===== src/hdl/iox_pkg.sv =====
// Shared constants and carrier types for the dual-port I/O expander core
package iox_pkg;

    // Width of every register
    localparam int REG_W = 8;

    // Register indices; byte address is four times the index, bit 6 selects the second port
    localparam logic [3:0] IDX_DIR = 4'h0;
    localparam logic [3:0] IDX_IEN = 4'h1;
    localparam logic [3:0] IDX_DEF = 4'h2;
    localparam logic [3:0] IDX_SRC = 4'h3;
    localparam logic [3:0] IDX_CFG = 4'h4;
    localparam logic [3:0] IDX_PU = 4'h6;
    localparam logic [3:0] IDX_FLAG = 4'h7;
    localparam logic [3:0] IDX_CAP = 4'h8;
    localparam logic [3:0] IDX_LVL = 4'h9;
    localparam logic [3:0] IDX_LAT = 4'ha;

    // Byte address layout
    localparam int ADR_PORT_POS = 6;
    localparam int ADR_IDX_LSB = 2;
    localparam int ADR_MAP_TOP = 7;

    // Field positions in device_config
    localparam int CFG_COMB_POS = 6;
    localparam int CFG_ODR_POS = 2;
    localparam int CFG_POL_POS = 1;

    // Reset values (pin_direction: 1 = input)
    localparam logic [REG_W-1:0] RST_DIR = 8'hff;
    localparam logic [REG_W-1:0] RST_ZERO = 8'h00;
    localparam logic [REG_W-1:0] RST_CFG = 8'h00;

    // Nominal weak pull-up value in kilo-ohm, for the pad model
    localparam int PULLUP_KOHM = 100;

    // Classic Wishbone request from the master
    typedef struct packed {
        logic cyc;
        logic stb;
        logic we;
        logic [31:0] adr;
        logic [3:0] sel;
        logic [31:0] dat;
    } iox_wb_req_s;

endpackage : iox_pkg


===== src/hdl/iox_port_irq.sv =====
// Two 8-bit ports with change interrupts, reached over a Wishbone slave
//
// Decided for this implementation: the Wishbone slave port.
`timescale 1ns/1ps
`default_nettype none

module iox_port_irq #(
    parameter int WIDTH = 8
) (
    // Clock and reset
    input wire logic CORE_CLK,
    input wire logic SYS_RST,
    // Wishbone slave
    input wire iox_pkg::iox_wb_req_s WB_REQ,
    output logic [31:0] WB_DAT_O,
    output logic WB_ACK_O,
    // Port pins, first port in the low half
    input wire logic [2*WIDTH-1:0] PIN_IN,
    output logic [2*WIDTH-1:0] PIN_OUT,
    output logic [2*WIDTH-1:0] PIN_OE,
    output logic [2*WIDTH-1:0] PULLUP_EN,
    // Interrupt pins
    output logic IRQ_A_OUT,
    output logic IRQ_A_OE,
    output logic IRQ_B_OUT,
    output logic IRQ_B_OE
);
    import iox_pkg::*;

    // Registers are REG_W wide, so ports wider than that cannot be served
    if (WIDTH < 1 || WIDTH > REG_W) begin : g_bad_width
        $error("WIDTH must lie between 1 and REG_W");
    end

    // Per-port storage
    logic [WIDTH-1:0] dir_q [2];
    logic [WIDTH-1:0] ien_q [2];
    logic [WIDTH-1:0] def_q [2];
    logic [WIDTH-1:0] src_q [2];
    logic [WIDTH-1:0] pu_q [2];
    logic [WIDTH-1:0] lat_q [2];
    logic [WIDTH-1:0] sync1_q [2];
    logic [WIDTH-1:0] sync2_q [2];
    logic [WIDTH-1:0] ref_q [2];
    logic [WIDTH-1:0] flag_q [2];
    logic [WIDTH-1:0] cap_q [2];
    logic [WIDTH-1:0] cond_w [2];
    logic [1:0] pend_q;
    logic [1:0] clr_w;
    logic [REG_W-1:0] cfg_q;
    logic ack_q;
    logic act_a_q;
    logic act_b_q;

    // Bus decode
    logic req;
    logic in_map;
    logic psel;
    logic [3:0] ridx;
    logic wr_stb;
    logic rd_done;

    // Reads a port register, zero above WIDTH
    function automatic logic [REG_W-1:0] widen(input logic [WIDTH-1:0] v);
        logic [REG_W-1:0] r;
        r = RST_ZERO;
        r[WIDTH-1:0] = v;
        return r;
    endfunction : widen

    // Index and range check on the byte address
    assign req = WB_REQ.cyc & WB_REQ.stb;
    assign in_map = (WB_REQ.adr[31:ADR_MAP_TOP] == '0) && (WB_REQ.adr[1:0] == 2'h0);
    assign psel = WB_REQ.adr[ADR_PORT_POS];
    assign ridx = WB_REQ.adr[ADR_PORT_POS-1:ADR_IDX_LSB];
    // Writes and read side effects land on the edge where the master sees ack
    assign wr_stb = req & ack_q & WB_REQ.we & WB_REQ.sel[0] & in_map;
    assign rd_done = req & ack_q & ~WB_REQ.we & in_map;

    // Ack one cycle after the request, dropped the cycle after; unmapped reads give zero
    always_ff @(posedge CORE_CLK) begin
        if (SYS_RST) begin
            ack_q <= 1'b0;
        end else begin
            ack_q <= req & ~ack_q;
        end
    end

    // Read data is sampled together with raising ack
    always_ff @(posedge CORE_CLK) begin
        if (SYS_RST) begin
            WB_DAT_O <= 32'h0000_0000;
        end else if (req & ~ack_q) begin
            WB_DAT_O <= 32'h0000_0000;
            if (in_map) begin
                unique case (ridx)
                    IDX_DIR: WB_DAT_O[REG_W-1:0] <= widen(dir_q[psel]);
                    IDX_IEN: WB_DAT_O[REG_W-1:0] <= widen(ien_q[psel]);
                    IDX_DEF: WB_DAT_O[REG_W-1:0] <= widen(def_q[psel]);
                    IDX_SRC: WB_DAT_O[REG_W-1:0] <= widen(src_q[psel]);
                    IDX_CFG: WB_DAT_O[REG_W-1:0] <= cfg_q;
                    IDX_PU: WB_DAT_O[REG_W-1:0] <= widen(pu_q[psel]);
                    IDX_FLAG: WB_DAT_O[REG_W-1:0] <= widen(flag_q[psel] & ien_q[psel]);
                    IDX_CAP: WB_DAT_O[REG_W-1:0] <= widen(cap_q[psel]);
                    IDX_LVL: WB_DAT_O[REG_W-1:0] <= widen(sync2_q[psel]);
                    IDX_LAT: WB_DAT_O[REG_W-1:0] <= widen(lat_q[psel]);
                    default: WB_DAT_O <= 32'h0000_0000;
                endcase
            end
        end
    end
    assign WB_ACK_O = ack_q;

    // Shared configuration, visible at the same index from either port
    always_ff @(posedge CORE_CLK) begin
        if (SYS_RST) begin
            cfg_q <= RST_CFG;
        end else if (wr_stb && ridx == IDX_CFG) begin
            cfg_q <= WB_REQ.dat[REG_W-1:0];
        end
    end

    for (genvar p = 0; p < 2; p++) begin : g_port
        // Software-written port registers; flag and capture have no write path
        always_ff @(posedge CORE_CLK) begin
            if (SYS_RST) begin
                dir_q[p] <= RST_DIR[WIDTH-1:0];
                ien_q[p] <= RST_ZERO[WIDTH-1:0];
                def_q[p] <= RST_ZERO[WIDTH-1:0];
                src_q[p] <= RST_ZERO[WIDTH-1:0];
                pu_q[p] <= RST_ZERO[WIDTH-1:0];
                lat_q[p] <= RST_ZERO[WIDTH-1:0];
            end else if (wr_stb && psel == p) begin
                unique case (ridx)
                    IDX_DIR: dir_q[p] <= WB_REQ.dat[WIDTH-1:0];
                    IDX_IEN: ien_q[p] <= WB_REQ.dat[WIDTH-1:0];
                    IDX_DEF: def_q[p] <= WB_REQ.dat[WIDTH-1:0];
                    IDX_SRC: src_q[p] <= WB_REQ.dat[WIDTH-1:0];
                    IDX_PU: pu_q[p] <= WB_REQ.dat[WIDTH-1:0];
                    IDX_LVL: lat_q[p] <= WB_REQ.dat[WIDTH-1:0];
                    IDX_LAT: lat_q[p] <= WB_REQ.dat[WIDTH-1:0];
                    default: ;
                endcase
            end
        end

        // Two-stage pin synchroniser; only the second stage feeds logic
        always_ff @(posedge CORE_CLK) begin
            if (SYS_RST) begin
                sync1_q[p] <= RST_ZERO[WIDTH-1:0];
                sync2_q[p] <= RST_ZERO[WIDTH-1:0];
            end else begin
                sync1_q[p] <= PIN_IN[p*WIDTH +: WIDTH];
                sync2_q[p] <= sync1_q[p];
            end
        end

        // Qualifying mismatch: enabled input pins only, source chosen per pin
        assign cond_w[p] = ien_q[p] & dir_q[p] &
            ((src_q[p] & (sync2_q[p] ^ def_q[p])) |
            (~src_q[p] & (sync2_q[p] ^ ref_q[p])));

        // A delivered read of capture or level clears this port
        assign clr_w[p] = rd_done && psel == p && (ridx == IDX_CAP || ridx == IDX_LVL);

        // Raise, hold and clear; a mismatch present at the clear wins over it
        always_ff @(posedge CORE_CLK) begin
            if (SYS_RST) begin
                pend_q[p] <= 1'b0;
                flag_q[p] <= RST_ZERO[WIDTH-1:0];
                cap_q[p] <= RST_ZERO[WIDTH-1:0];
                ref_q[p] <= RST_ZERO[WIDTH-1:0];
            end else if (!pend_q[p] || clr_w[p]) begin
                if (|cond_w[p]) begin
                    pend_q[p] <= 1'b1;
                    flag_q[p] <= cond_w[p];
                    cap_q[p] <= sync2_q[p];
                    ref_q[p] <= sync2_q[p];
                end else begin
                    pend_q[p] <= 1'b0;
                    flag_q[p] <= RST_ZERO[WIDTH-1:0];
                    ref_q[p] <= sync2_q[p];
                end
            end
        end

        // Pin drivers; pull-up is withheld from output pins
        always_ff @(posedge CORE_CLK) begin
            if (SYS_RST) begin
                PIN_OUT[p*WIDTH +: WIDTH] <= RST_ZERO[WIDTH-1:0];
                PIN_OE[p*WIDTH +: WIDTH] <= RST_ZERO[WIDTH-1:0];
                PULLUP_EN[p*WIDTH +: WIDTH] <= RST_ZERO[WIDTH-1:0];
            end else begin
                PIN_OUT[p*WIDTH +: WIDTH] <= lat_q[p];
                PIN_OE[p*WIDTH +: WIDTH] <= ~dir_q[p];
                PULLUP_EN[p*WIDTH +: WIDTH] <= pu_q[p] & dir_q[p];
            end
        end
    end

    // Routing of the two port signals onto the outputs
    always_ff @(posedge CORE_CLK) begin
        if (SYS_RST) begin
            act_a_q <= 1'b0;
            act_b_q <= 1'b0;
        end else if (cfg_q[CFG_COMB_POS]) begin
            act_a_q <= pend_q[0] | pend_q[1];
            act_b_q <= pend_q[0] | pend_q[1];
        end else begin
            act_a_q <= pend_q[0];
            act_b_q <= pend_q[1];
        end
    end

    // Output stage; open-drain pulls low when active and floats otherwise
    always_ff @(posedge CORE_CLK) begin
        if (SYS_RST) begin
            IRQ_A_OUT <= 1'b1;
            IRQ_A_OE <= 1'b1;
            IRQ_B_OUT <= 1'b1;
            IRQ_B_OE <= 1'b1;
        end else if (cfg_q[CFG_ODR_POS]) begin
            IRQ_A_OUT <= 1'b0;
            IRQ_A_OE <= act_a_q;
            IRQ_B_OUT <= 1'b0;
            IRQ_B_OE <= act_b_q;
        end else begin
            IRQ_A_OUT <= act_a_q ~^ cfg_q[CFG_POL_POS];
            IRQ_A_OE <= 1'b1;
            IRQ_B_OUT <= act_b_q ~^ cfg_q[CFG_POL_POS];
            IRQ_B_OE <= 1'b1;
        end
    end
endmodule : iox_port_irq

`default_nettype wire


===== config.mk =====
export PLATFORM = sky130hd
export DESIGN_NAME = iox_port_irq
export DESIGN_NICKNAME = d
export VERILOG_FILES = /design/src/hdl/iox_pkg.sv /design/src/hdl/iox_port_irq.sv
export SDC_FILE = /design/constraint.sdc
export NUM_CORES = 1
export LEC_CHECK = 0
export ABC_AREA = 1
export CAP_MARGIN = 40
export CORE_MARGIN = 10
export CORE_UTILIZATION = 45
export CTS_CLUSTER_DIAMETER = 200
export DETAILED_ROUTE_END_ITERATION = 7
export DONT_BUFFER_PORTS = 1
export PLACE_DENSITY = 0.66
export SYNTH_ARGS = -nofsm -noshare
export SYNTH_HDL_FRONTEND = slang
export SYNTH_SLANG_ARGS = --single-unit

===== constraint.sdc =====
create_clock -name CORE_CLK -period 5.2 [get_ports CORE_CLK]
set_clock_uncertainty 0.05 [all_clocks]
set_input_delay 0 -clock CORE_CLK [delete_from_list [all_inputs] [get_ports CORE_CLK]]
set_output_delay 0 -clock CORE_CLK [all_outputs]
set_load 0.02 [all_outputs]

Word level (Yosys, flattened, before mapping)

Memory sizes are Yosys's and may differ from the RTL's. A register that Yosys moved wholly into a read port is not among the register bits.
Cells that the tools add are included.

Register bits after elaboration: 81
Bits in writable memories: 176
Logic and storage cells: 220
Memories: 11
Input bits: 89
Output and inout bits: 85

Memories:

| memory          | words | width | read ports | clocked after Yosys merged registers in | write ports | RTL line           | text |
|---|---|---|---|---|---|---|---|
| cap_q           | 2     | 8     | 1          | 0                                       | 2           | iox_port_irq.sv:46 | `logic [WIDTH-1:0] cap_q [2];` |
| def_q           | 2     | 8     | 3          | 0                                       | 2           | iox_port_irq.sv:38 | `logic [WIDTH-1:0] def_q [2];` |
| dir_q           | 2     | 8     | 3          | 0                                       | 2           | iox_port_irq.sv:36 | `logic [WIDTH-1:0] dir_q [2];` |
| flag_q          | 2     | 8     | 1          | 0                                       | 2           | iox_port_irq.sv:45 | `logic [WIDTH-1:0] flag_q [2];` |
| ien_q           | 2     | 8     | 3          | 0                                       | 2           | iox_port_irq.sv:37 | `logic [WIDTH-1:0] ien_q [2];` |
| lat_q           | 2     | 8     | 3          | 2                                       | 2           | iox_port_irq.sv:41 | `logic [WIDTH-1:0] lat_q [2];` |
| 5 more memories | -     | -     | -          | -                                       | -           | -                  |  |

Multiplexer cells: 102
Bitwise operators: 64
Eq/ne operators: 9
Reduce and logical (&&, ||, !) cells: 19

Operators with widths:

| cell                                                            | count |
|---|---|
| 8-bit 2-to-1 mux                                                | 29 |
| 8-bit bitwise AND                                               | 11 |
| 8-bit one-hot mux with 10 select lines                          | 1 |
| 1-bit 2-to-1 mux                                                | 72 |
| 8-bit inverter                                                  | 4 |
| 8-bit XOR                                                       | 4 |
| 1-bit OR                                                        | 29 |
| 25-bit zero test                                                | 1 |
| 8-bit OR                                                        | 2 |
| 8-bit OR reduction                                              | 2 |
| 4-bit by 3-bit == test with 1-bit output, second input constant | 3 |
| 4-bit == test, second input constant                            | 3 |
| 1-bit bitwise AND                                               | 8 |
| 4-bit by 2-bit == test with 1-bit output, second input constant | 2 |
| 1-bit logical AND                                               | 8 |
| 4-bit by 1-bit == test with 1-bit output, second input constant | 1 |
| 4-bit zero test                                                 | 1 |
| 1-bit inverter                                                  | 4 |
| 1-bit logical OR                                                | 3 |
| 1-bit zero test                                                 | 2 |
| 2-bit zero test                                                 | 1 |
| 2-bit OR reduction                                              | 1 |
| 1-bit bitwise XNOR                                              | 2 |

Longest topological paths before layout

Gate-level depths: netlist of run 1.

Depth after elaboration: 12
Mapped depth: 11
Mapped depth without buffers: 10

Worst setup path before layout of run 1

Ideal clock, no wire load.

Path type: register to register
Start: register ack_q, in the netlist WB_ACK_O
End: memory dir_q[1][0] (enable)
Buffers on the path: 0
Data required time: 4766 ps
Library setup time: 384 ps
Arrival: 1639 ps
Clock period less this slack: 2073 ps
Path slack: 3127 ps
Stages on the path, launching flop included: 5
Cell sequence: dfxtp_1 > nand3_1 > nor2_4 > nand3_4 > o21ai_0

RTL lines:

| what                   | RTL line           | text |
|---|---|---|
| from (decl)            | iox_port_irq.sv:51 | `logic ack_q;` |
| from (signal assigned) | iox_port_irq.sv:85 | `ack_q <= req & ~ack_q;` |
| to (decl)              | iox_port_irq.sv:36 |  |

Final worst setup path of run 1

Start: input port WB_REQ[36] in the netlist's numbering
End: register WB_DAT_O[4]

Cells in the longest elaborated chain, start to end: 3

Ends and longest elaborated chain:

| what                            | RTL line           | text |
|---|---|---|
| from (decl)                     | iox_port_irq.sv:14 | `input wire iox_pkg::iox_wb_req_s WB_REQ,` |
| 2-bit zero test                 | iox_port_irq.sv:73 | `assign in_map = (WB_REQ.adr[31:ADR_MAP_TOP] == '0) && (WB_REQ.adr[1:0] == 2'h0);` |
| 1-bit logical AND               | iox_port_irq.sv:73 |  |
| 8-bit 2-to-1 mux                | iox_port_irq.sv:95 | `if (in_map) begin` |
| to (signal, indexed assignment) | iox_port_irq.sv:97 | `IDX_DIR: WB_DAT_O[REG_W-1:0] <= widen(dir_q[psel]);` |
| to (signal, indexed assignment) | iox_port_irq.sv:98 | `IDX_IEN: WB_DAT_O[REG_W-1:0] <= widen(ien_q[psel]);` |
| to (signal, indexed assignment) | iox_port_irq.sv:99 | `IDX_DEF: WB_DAT_O[REG_W-1:0] <= widen(def_q[psel]);` |
| to (decl)                       | iox_port_irq.sv:15 | `output logic [31:0] WB_DAT_O,` |

No other way between the ends.
A chain may end at the register's enable or synchronous reset.

==> impl_metrics.csv, run 1 <==
group,metric,value,unit
layout,fin_nets,1468,
sta,whs,-0.00507,ns
layout,stdcell_area,12800,µm²
worst_setup_path,path_cells,"dlygate4sd3_1 > nor3_2 > dlygate4sd3_1 > nand2_2 > dlygate4sd3_1 > nor2_4 > nor2b_1 > dlygate4sd3_1 > nand2_1 > dlygate4sd3_1 > a21oi_1 > dlygate4sd3_1",
sta,fin_setup_tns,0,ns
die,start_util,0.459,
sta,rsz0062_at_grt,"false",
power,power-per-cell-area,343,nW/µm²
die,core,24400,µm²
worst_setup_path,worstSetupPathType,"in -> reg",
worst_setup_path,startpoint_type,"input pin",
worst_setup_path,required,5.62,ns
clocking,clk_pin_slew,0.06,ns
logic_synthesis,synth_area,11200,µm²
drt,drt_wl_total,32.3,mm
run_status,violations,"hold timing",
logic_synthesis,synthXorXnorAreaFrac,0,
job,maxCapViolations,0,
sta,clock.fmax,244,MHz
clocking,numCtsBuffers,27,
placed_design,portBuffers,0,
layout,layout.cells.non_filler,1723,
placed_design,routabilityCongestion,0.940,
global_routing,grt_pass1_vias,8305,
clocking,ctsLongestPathBuffers,3,
logic_synthesis,synthSimpleGateAreaFrac,0.324,
drt,vias,8771,
logic_synthesis,yosysSeqAreaShare,0.574,
logic_synthesis,synthMuxAreaShare,0,
sta,finalHoldViolations,1,
clocking,clock_sinks,249,
worst_setup_path,slowest_delay,0.68,ns
die,die_h,178,µm
layout,final_cell_mix,"nand2_1 (463), nor2_1 (241), edfxtp_1 (144)",
clocking,post_cts_resized,0,
power,p_leak,5.48,nW
sta,worstMarginPinSlew,0.920,ns
worst_setup_path,cp_slowest_cell,"dlygate4sd3_1",
placed_design,dpl.hpwl,22.2,mm
clocking,clockRootBuffer,"clkbuf_16",
logic_synthesis,synth_top_family_by_area,"simple AND/OR/NAND/NOR gates",
logic_synthesis,ys_types,30,
logic_synthesis,synth_warnings,0,
worst_setup_path,crit_arrival,4.51,ns
die,io_pins,174,
clocking,cts-htree-levels,1,
global_routing,grt_pass1_wl,47.8,mm
die,rows,57,
layout,final_common_cell,"nand2_1",
sta,period_minus_slack,4.09,ns
logic_synthesis,synth_seq_cells,249,
logic_synthesis,synth_compound_area_frac,0.0247,
global_routing,overflow,0,
layout,drive_above_1_share,0.0886,
sta,fin_crit_sh,0.787,
drt,drt_first_pass_iters,6,
sta,max_slew_margin,0.386,
logic_synthesis,postSynthCellCount,1329,
worst_setup_path,crit_buf_inv,6,
sta,drv_slew,0,
layout,antenna_cells,0,
worst_setup_path,end_kind,"register",
placed_design,placedCellCount,1611,
die,dieArea,31600,µm²
drt,viasPerCell,5.09,
worst_setup_path,cp_common_cell,"dlygate4sd3_1",
drt,drc,0,
layout,final_core_util,0.526,
drt,antenna_left,0,
placed_design,postPlaceCellArea,11300,µm²
global_routing,grt_max_degree,101,
power,ir_drop,0.229,mV
worst_setup_path,cp_top_family,"buffers and inverters",
layout,area_delta_synth_final,14.6,%
clocking,insertion_delay,0.53,ns
worst_hold_path,hp-class,"in -> reg",
die,die_x,178,µm
sta,setup_viol,0,
drt,wl_per_cell,18.7,µm
clocking,cts_tree,"done",
global_routing,grt_usage,0.197,
worst_setup_path,cp_max_fo,7,
global_routing,antenna_found_initial,0,
run_status,status,"finished, violations left",
logic_synthesis,avgSynthCellArea,8.43,µm²
logic_synthesis,yosys.area_share.adder,0,
drt,drt_iter0_markers,930,
-- kinds of logic after synthesis --
kind of cell	Yosys count
AND/OR/NAND/NOR	831
flip-flops	249
buffers and inverters	193
AO/OA/AOI/OAI	55
other	1
-- final cells by class --
cell class / instances / area (µm²)
Fill cell: 2226 / 11600
Sequential cell: 249 / 6430
Multi-Input combinational cell: 910 / 3990
Clock buffer: 35 / 767
Timing Repair Buffer: 71 / 717
Inverter: 120 / 455
Tap cell: 324 / 405
Clock inverter: 14 / 75.1
-- stage by stage --
step	worst slack (ns)	power [W]
global route	0.974	0.00454
finish	1.11	0.00440
global placement	2.56	0.00257
floorplan	3.13	0.00251
CTS	1.23	0.00441
detailed placement	2.49	0.00258
-- per-layer routing --
| layer | vias up | GRT usage | share of wire |
|---|---|---|---|
| li1 | 4202 | - | - |
| met1 | 4056 | 0.262 | 0.40 |
| met2 | 450 | 0.316 | 0.46 |
| met3 | 63 | 0.0293 | 0.11 |
| met4 | 0 | 0.0813 | 0.038 |
| met5 | - | 0 | 0 |
-- path summary, 6_finish.rpt --
| path | start | endpoint | slack [ns] | cells after the start |
|---|---|---|---|---|
| setup / recovery | WB_REQ[36] | WB_DAT_O[4] | 1.11 | 12 |
| hold / removal | WB_REQ[42] | WB_DAT_O[6] | -0.005 | 8 |
| setup reg to reg | WB_ACK_O | WB_DAT_O[4] | 1.53 | 9 |
| hold reg to reg | sync1_q[0][0] | sync2_q[0][0] | 0.35 | 2 |
-- what timing repair did --
action	CTS	global route
hold buffers	63	0
endpoints found under the hold margin	168	0
buffers inserted	0	0
-- state kept, by name (all words and copies together), names as in the netlist, 8 cells and up --
register / cells
PIN_OE: 16
PIN_OUT: 16
PULLUP_EN: 16
cap_q: 16
def_q: 16
dir_q: 16
flag_q: 16
ien_q: 16
lat_q: 16
pu_q: 16
ref_q: 16
src_q: 16
sync1_q: 16
sync2_q: 16
WB_DAT_O: 8
cfg_q: 8
-- where the power goes --
part	switching (W)	total (W)	internal [W]
clock network	0.000777	0.00182	0.00104
registers	0.0000613	0.00224	0.00218
logic	0.000252	0.000342	0.0000903
-- Yosys cell counts, drive strengths merged --
library cell,count,area [µm²]
nand3b,7,52.6
nor2,290,1270
nor2b,1,6.26
nand3,55,448
edfxtp,144,4320
buf,46,312
inv,118,443
dfxtp,105,2100
conb,1,3.75
clkinv,2,12.5
clkbuf,27,101
nand2,465,1760
a21oi,23,115
o22ai,1,6.26
o21ai,31,155
nor3,6,46.3
nand4,7,43.8
-- worst reg2reg max path: cells and delay by family, from the launching register on --
family	cells	cell delay [ns]
DFF	1	0.39
and+or+nand+nor	4	0.63
AOI/OAI and AO/OA	1	0.15
buffers and inverters	4	2.39
Note: power is estimated with default switching activity, not from simulation.
==> run 2, diff against run 1 <==
- PLACE_DENSITY: 0.66 -> 0.68
- clock period: 5.2 -> 3.5 ns (I/O delays scaled with it)
==> impl_metrics.csv, run 2 (synthesis gave the netlist of run 1 again) <==
group,metric,value,unit
run_status,status,"completed",
die,io_pins,174,
die,die_h,178,µm
drt,viasPerCell,5.08,
layout,antenna_cells,0,
global_routing,grt_pass1_wl,48.3,mm
global_routing,grt_pass1_vias,8163,
power,power-per-cell-area,507,nW/µm²
sta,setup_viol,0,
die,start_util,0.459,
sta,max_slew_margin,0.417,
clocking,numCtsBuffers,26,
sta,period_minus_slack,2.88,ns
global_routing,overflow,0,
drt,drt_wl_total,32.6,mm
global_routing,grt_usage,0.202,
die,core,24400,µm²
global_routing,antenna_found_initial,0,
sta,fin_crit_sh,0.823,
die,dieArea,31600,µm²
worst_hold_path,hp-class,"in -> reg",
layout,stdcell_area,12800,µm²
clocking,cts_tree,"done",
global_routing,grt_max_degree,101,
sta,finalHoldViolations,0,
drt,wl_per_cell,19.0,µm
power,p_leak,5.43,nW
sta,clock.fmax,347,MHz
sta,fin_setup_tns,0,ns
drt,vias,8725,
worst_setup_path,required,3.87,ns
placed_design,portBuffers,0,
clocking,insertion_delay,0.53,ns
worst_hold_path,min_from,"WB_REQ[38]",
worst_setup_path,startpoint_type,"input pin",
worst_setup_path,end_kind,"register",
layout,fin_nets,1463,
job,maxCapViolations,0,
placed_design,postPlaceCellArea,11400,µm²
drt,drc,0,
clocking,ctsLongestPathBuffers,3,
clocking,clk_pin_slew,0.06,ns
layout,fillers,2248,
worst_setup_path,timing.rr.start,"WB_ACK_O",
worst_setup_path,crit_arrival,3.26,ns
worst_setup_path,worstSetupPathType,"in -> reg",
die,die_x,178,µm
worst_setup_path,cp_max_fo,13,
clocking,cts-htree-levels,1,
clocking,clockRootBuffer,"clkbuf_16",
drt,antenna_left,0,
sta,rsz0062_at_grt,"false",
sta,worstMarginPinSlew,0.874,ns
layout,area_delta_synth_final,14.1,%
sta,drv_slew,0,
drt,drt_iter0_markers,922,
worst_setup_path,worstSetupStartpoint,"WB_REQ[36]",
layout,final_cell_mix,"nand2_1 (463), nor2_1 (241), edfxtp_1 (144)",
placed_design,routabilityCongestion,0.913,
power,ir_drop,0.305,mV
die,rows,57,
sta,whs,0.0245,ns
clocking,clock_sinks,249,
placed_design,dpl.hpwl,22.7,mm
drt,drt_first_pass_iters,7,
layout,drive_above_1_share,0.0875,
layout,final_common_cell,"nand2_1",
run 2: power by group:
part	leakage, nW	total [W]	switching, W	internal, W
combinational	2.69	0.000511	0.000377	0.000134
sequential	2.35	0.00333	0.0000907	0.00324
clock	0.395	0.00264	0.00115	0.00148
total	5.43	0.00648	0.00162	0.00486
run 2: repair_timing:
item | CTS | global route
setup buffers | 0 | 0
gates resized for setup | 0 | 0
hold endpoints to repair | 151 | 0
hold buffers | 58 | 0
run 2: stage by stage:
step                      cells  utilization  total power (W)  setup slack (ns)
after floorplan            1352            -          0.00373              1.43
after detailed placement   1612        0.466          0.00383             0.936
after global placement     1609        0.464          0.00382              1.03
final                      1718        0.524          0.00648             0.619
after global routing       1718        0.524          0.00668             0.449
after CTS                  1718        0.524          0.00649             0.709
run 2: worst max-delay path: stages:
cell	delay, ns
dlygate4sd3_1	0.57
nor3_2	0.12
dlygate4sd3_1	0.60
nand2_2	0.08
nor2_4	0.34
nand3_2	0.27
nor2_1	0.15
dlygate4sd3_1	0.55
nor2_1	0.04
dlygate4sd3_1	0.54
run 2: final cells by class:
cell class	instances	area [µm²]	area share
Timing Repair Buffer	67	677	0.0530
Clock buffer	32	726	0.0568
Tap cell	324	405	0.0317
Inverter	120	455	0.0356
Multi-Input combinational cell	910	3990	0.312
Sequential cell	249	6430	0.503
Clock inverter	16	97.6	0.00764
run 2: metal layers:
metal	up-vias	GRT usage	part of all wire
met1	4004	0.267	0.40
met5	-	0	0
met3	51	0.0450	0.11
met2	475	0.319	0.45
li1	4195	-	-
met4	0	0.0722	0.032
run 2: final timing paths:
check,slack [ns],end,depth (start not counted)
worst min-delay path,0.02,WB_DAT_O[6],8
worst max-delay path,0.62,cfg_q[2],10
worst min register to register,0.35,sync2_q[0][6],2
worst max register to register,0.77,cfg_q[2],7
==> run 3, diff against run 2 <==
- ABC_AREA: 1 -> 0
- clock period: 3.5 -> 2.6 ns (I/O delays scaled with it)
==> impl_metrics.csv, run 3 <==
group,metric,value,unit
global_routing,antenna_found_initial,1,
die,dieArea,30200,µm²
logic_synthesis,avgSynthCellArea,11.8,µm²
clocking,cts_tree,"done",
worst_setup_path,timing.rr.start,"WB_ACK_O",
die,start_util,0.455,
logic_synthesis,synthXorXnorAreaFrac,0.00247,
sta,worstMarginPinSlew,0.812,ns
drt,drt_iter0_markers,900,
logic_synthesis,synthSimpleGateAreaFrac,0.204,
logic_synthesis,synth_warnings,0,
logic_synthesis,postSynthCellCount,900,
layout,final_common_cell,"edfxtp_1",
worst_hold_path,hp-class,"in -> reg",
placed_design,routabilityCongestion,0.964,
logic_synthesis,yosysSeqAreaShare,0.605,
logic_synthesis,synth_flop_cell,"edfxtp_1",
sta,rsz0062_at_grt,"false",
logic_synthesis,synth_top_family_by_area,"simple AND/OR/NAND/NOR gates",
drt,antenna_left,0,
power,power-per-cell-area,717,nW/µm²
logic_synthesis,synthMuxAreaShare,0.0910,
clocking,cts-htree-levels,1,
layout,ff_latch_area,6430,µm²
logic_synthesis,yosysTopAreaCell,"edfxtp_1",
logic_synthesis,synth_compound_area_frac,0.0617,
sta,max_slew_margin,0.456,
global_routing,overflow,0,
logic_synthesis,ys_top_cells_by_area,"edfxtp_1 (41%), dfxtp_1 (20%), mux2i_1 (8.6%)",
drt,vias,7499,
global_routing,grt_max_degree,122,
worst_setup_path,crit_arrival,2.87,ns
worst_setup_path,end_kind,"register",
global_routing,grt_pass1_wl,48.1,mm
sta,fin_crit_sh,0.958,
clocking,insertion_delay,0.53,ns
clocking,hold_buffers,39,
clocking,numCtsBuffers,26,
placed_design,portBuffers,0,
layout,multi_input_area,3910,µm²
global_routing,grt_pass1_vias,7316,
layout,fillers,2017,
worst_setup_path,r2r_slack,0.11,ns
logic_synthesis,synth_top_area_share,0.407,
clocking,cts_setup_buffers,0,
power,combinationalPowerShare,0.068,
placed_design,dpl.hpwl,22.9,mm
sta,setup_viol,0,
worst_setup_path,required,2.97,ns
worst_setup_path,startpoint_type,"register",
worst_setup_path,reg2reg_depth,7,
clocking,ctsLongestPathBuffers,3,
layout,fin_nets,1045,
logic_synthesis,synth_seq_cells,249,
global_routing,grt_usage,0.210,
die,core,23300,µm²
sta,fin_setup_tns,0,ns
job,maxCapViolations,0,
layout,layout.cells.non_filler,1296,
logic_synthesis,synth_edf_count,144,
run_status,status,"completed",
power,switching_power,0.00205,W
power,ir_drop,0.439,mV
worst_setup_path,worstSetupStartpoint,"WB_ACK_O",
placed_design,placedCellCount,1207,
clocking,clk_pin_slew,0.07,ns
worst_setup_path,cp_max_fo,10,
clocking,post_cts_resized,0,
logic_synthesis,synthTopCellsByCount,"edfxtp_1 (144), nor2_1 (128), dfxtp_1 (105), mux2i_1 (91), nor2b_1 (82)",
layout,drive_above_1_share,0.108,
logic_synthesis,async_reset_ff_frac,0,
logic_synthesis,yosys.area_share.adder,0,
die,io_pins,174,
die,die_h,174,µm
die,die_x,174,µm
power,p_leak,4.56,nW
sta,clock.fmax,401,MHz
drt,wl_per_cell,25.7,µm
worst_setup_path,crit_end,"WB_DAT_O[3]",
sta,drv_slew,0,
clocking,clockRootBuffer,"clkbuf_16",
drt,viasPerCell,5.79,
layout,final_cell_mix,"edfxtp_1 (144), nor2_1 (128), dfxtp_1 (105)",
drt,drt_wl_total,33.3,mm
power,switching_share,0.234,
drt,drt_first_pass_iters,5,
power,p_clk_frac,0.419,
clocking,clock_sinks,249,
power,p_seq_frac,0.512,
logic_synthesis,ys_types,63,
die,rows,56,
drt,drc,0,
worst_setup_path,r2r_end,"WB_DAT_O[3]",
logic_synthesis,synth_area,10600,µm²
worst_setup_path,worstSetupPathType,"reg -> reg",
power,internal-power,0.00672,W
logic_synthesis,synthMostInstantiatedCell,"edfxtp_1",
sta,period_minus_slack,2.49,ns
layout,area_delta_synth_final,15.1,%
worst_hold_path,holdPathStages,1,
sta,finalHoldViolations,0,
run 3: logic make-up (layout without fill, tap and decap cells):
| logic type | Yosys count | after routing |
|---|---|---|
| AND/OR/NAND/NOR | 389 | 389 |
| flip-flops | 249 | 249 |
| AO/OA/AOI/OAI | 97 | 97 |
| multiplexers | 96 | 96 |
| buffers and inverters | 65 | 118 |
| XOR/XNOR | 3 | 3 |
| other | 1 | 25 |
run 3: layer usage:
metal	up-vias	global-route usage	wire length [µm]
li1	3279	-	-
met1	3657	0.267	13000
met2	478	0.336	15500
met3	85	0.0547	3600
met4	0	0.0791	1210
met5	-	0	0
run 3: power by group through the flow:
stage	Combinational, W	Sequential, W	Clock [W]
2_1_floorplan	0.000416	0.00451	0
3_3_place_gp	0.000467	0.00457	0
3_5_place_dp	0.000476	0.00457	0
4_1_cts	0.000585	0.00449	0.00369
5_1_grt	0.000631	0.00451	0.00386
6_report	0.000600	0.00449	0.00368
run 3: through the flow:
stage / util / hold WS [ns] / worst slack (ns) / instance area [µm²] / power, W
4_1_cts: 0.523 / 0.00226 / 0.176 / 12200 / 0.00877
6_report: 0.524 / 0.00179 / 0.109 / 12200 / 0.00877
5_1_grt: 0.524 / 0.0187 / 0.0158 / 12200 / 0.00900
3_5_place_dp: 0.469 / 0.0532 / 0.331 / 11000 / 0.00505
2_1_floorplan: - / 0.0782 / 0.243 / 10700 / 0.00493
3_3_place_gp: 0.469 / 0.0526 / 0.299 / 10900 / 0.00504
run 3: cell type report:
cell class	count	share of cell area
diodes	1	0.000205
clock buffers	40	0.0660
clock inverters	8	0.00358
inverters	2	0.000614
multi-input cells	609	0.320
flip-flops and latches	249	0.526
well taps	319	0.0326
repair buffers	68	0.0518
run 3: worst max-delay path, stage by stage, from the launching register on:
cell           delay [ns]
dfxtp_1              0.32
buf_4                0.16
nand3b_1             0.16
dlygate4sd3_1        0.56
buf_4                0.19
a31oi_1              0.15
nand3_1              0.39
a221oi_1             0.40
run 3: worst min-delay path by stage:
| stage | from | to | slack [ns] |
|---|---|---|---|
| after floorplan | PIN_IN[0] | sync1_q[0][0] | 0.08 |
| after global placement | SYS_RST | WB_ACK_O | 0.05 |
| after detailed placement | SYS_RST | sync2_q[1][2] | 0.05 |
| final | SYS_RST | flag_q[0][0] | 0.002 |
| after CTS | SYS_RST | ref_q[0][0] | 0.002 |
| after global routing | SYS_RST | flag_q[0][0] | 0.02 |
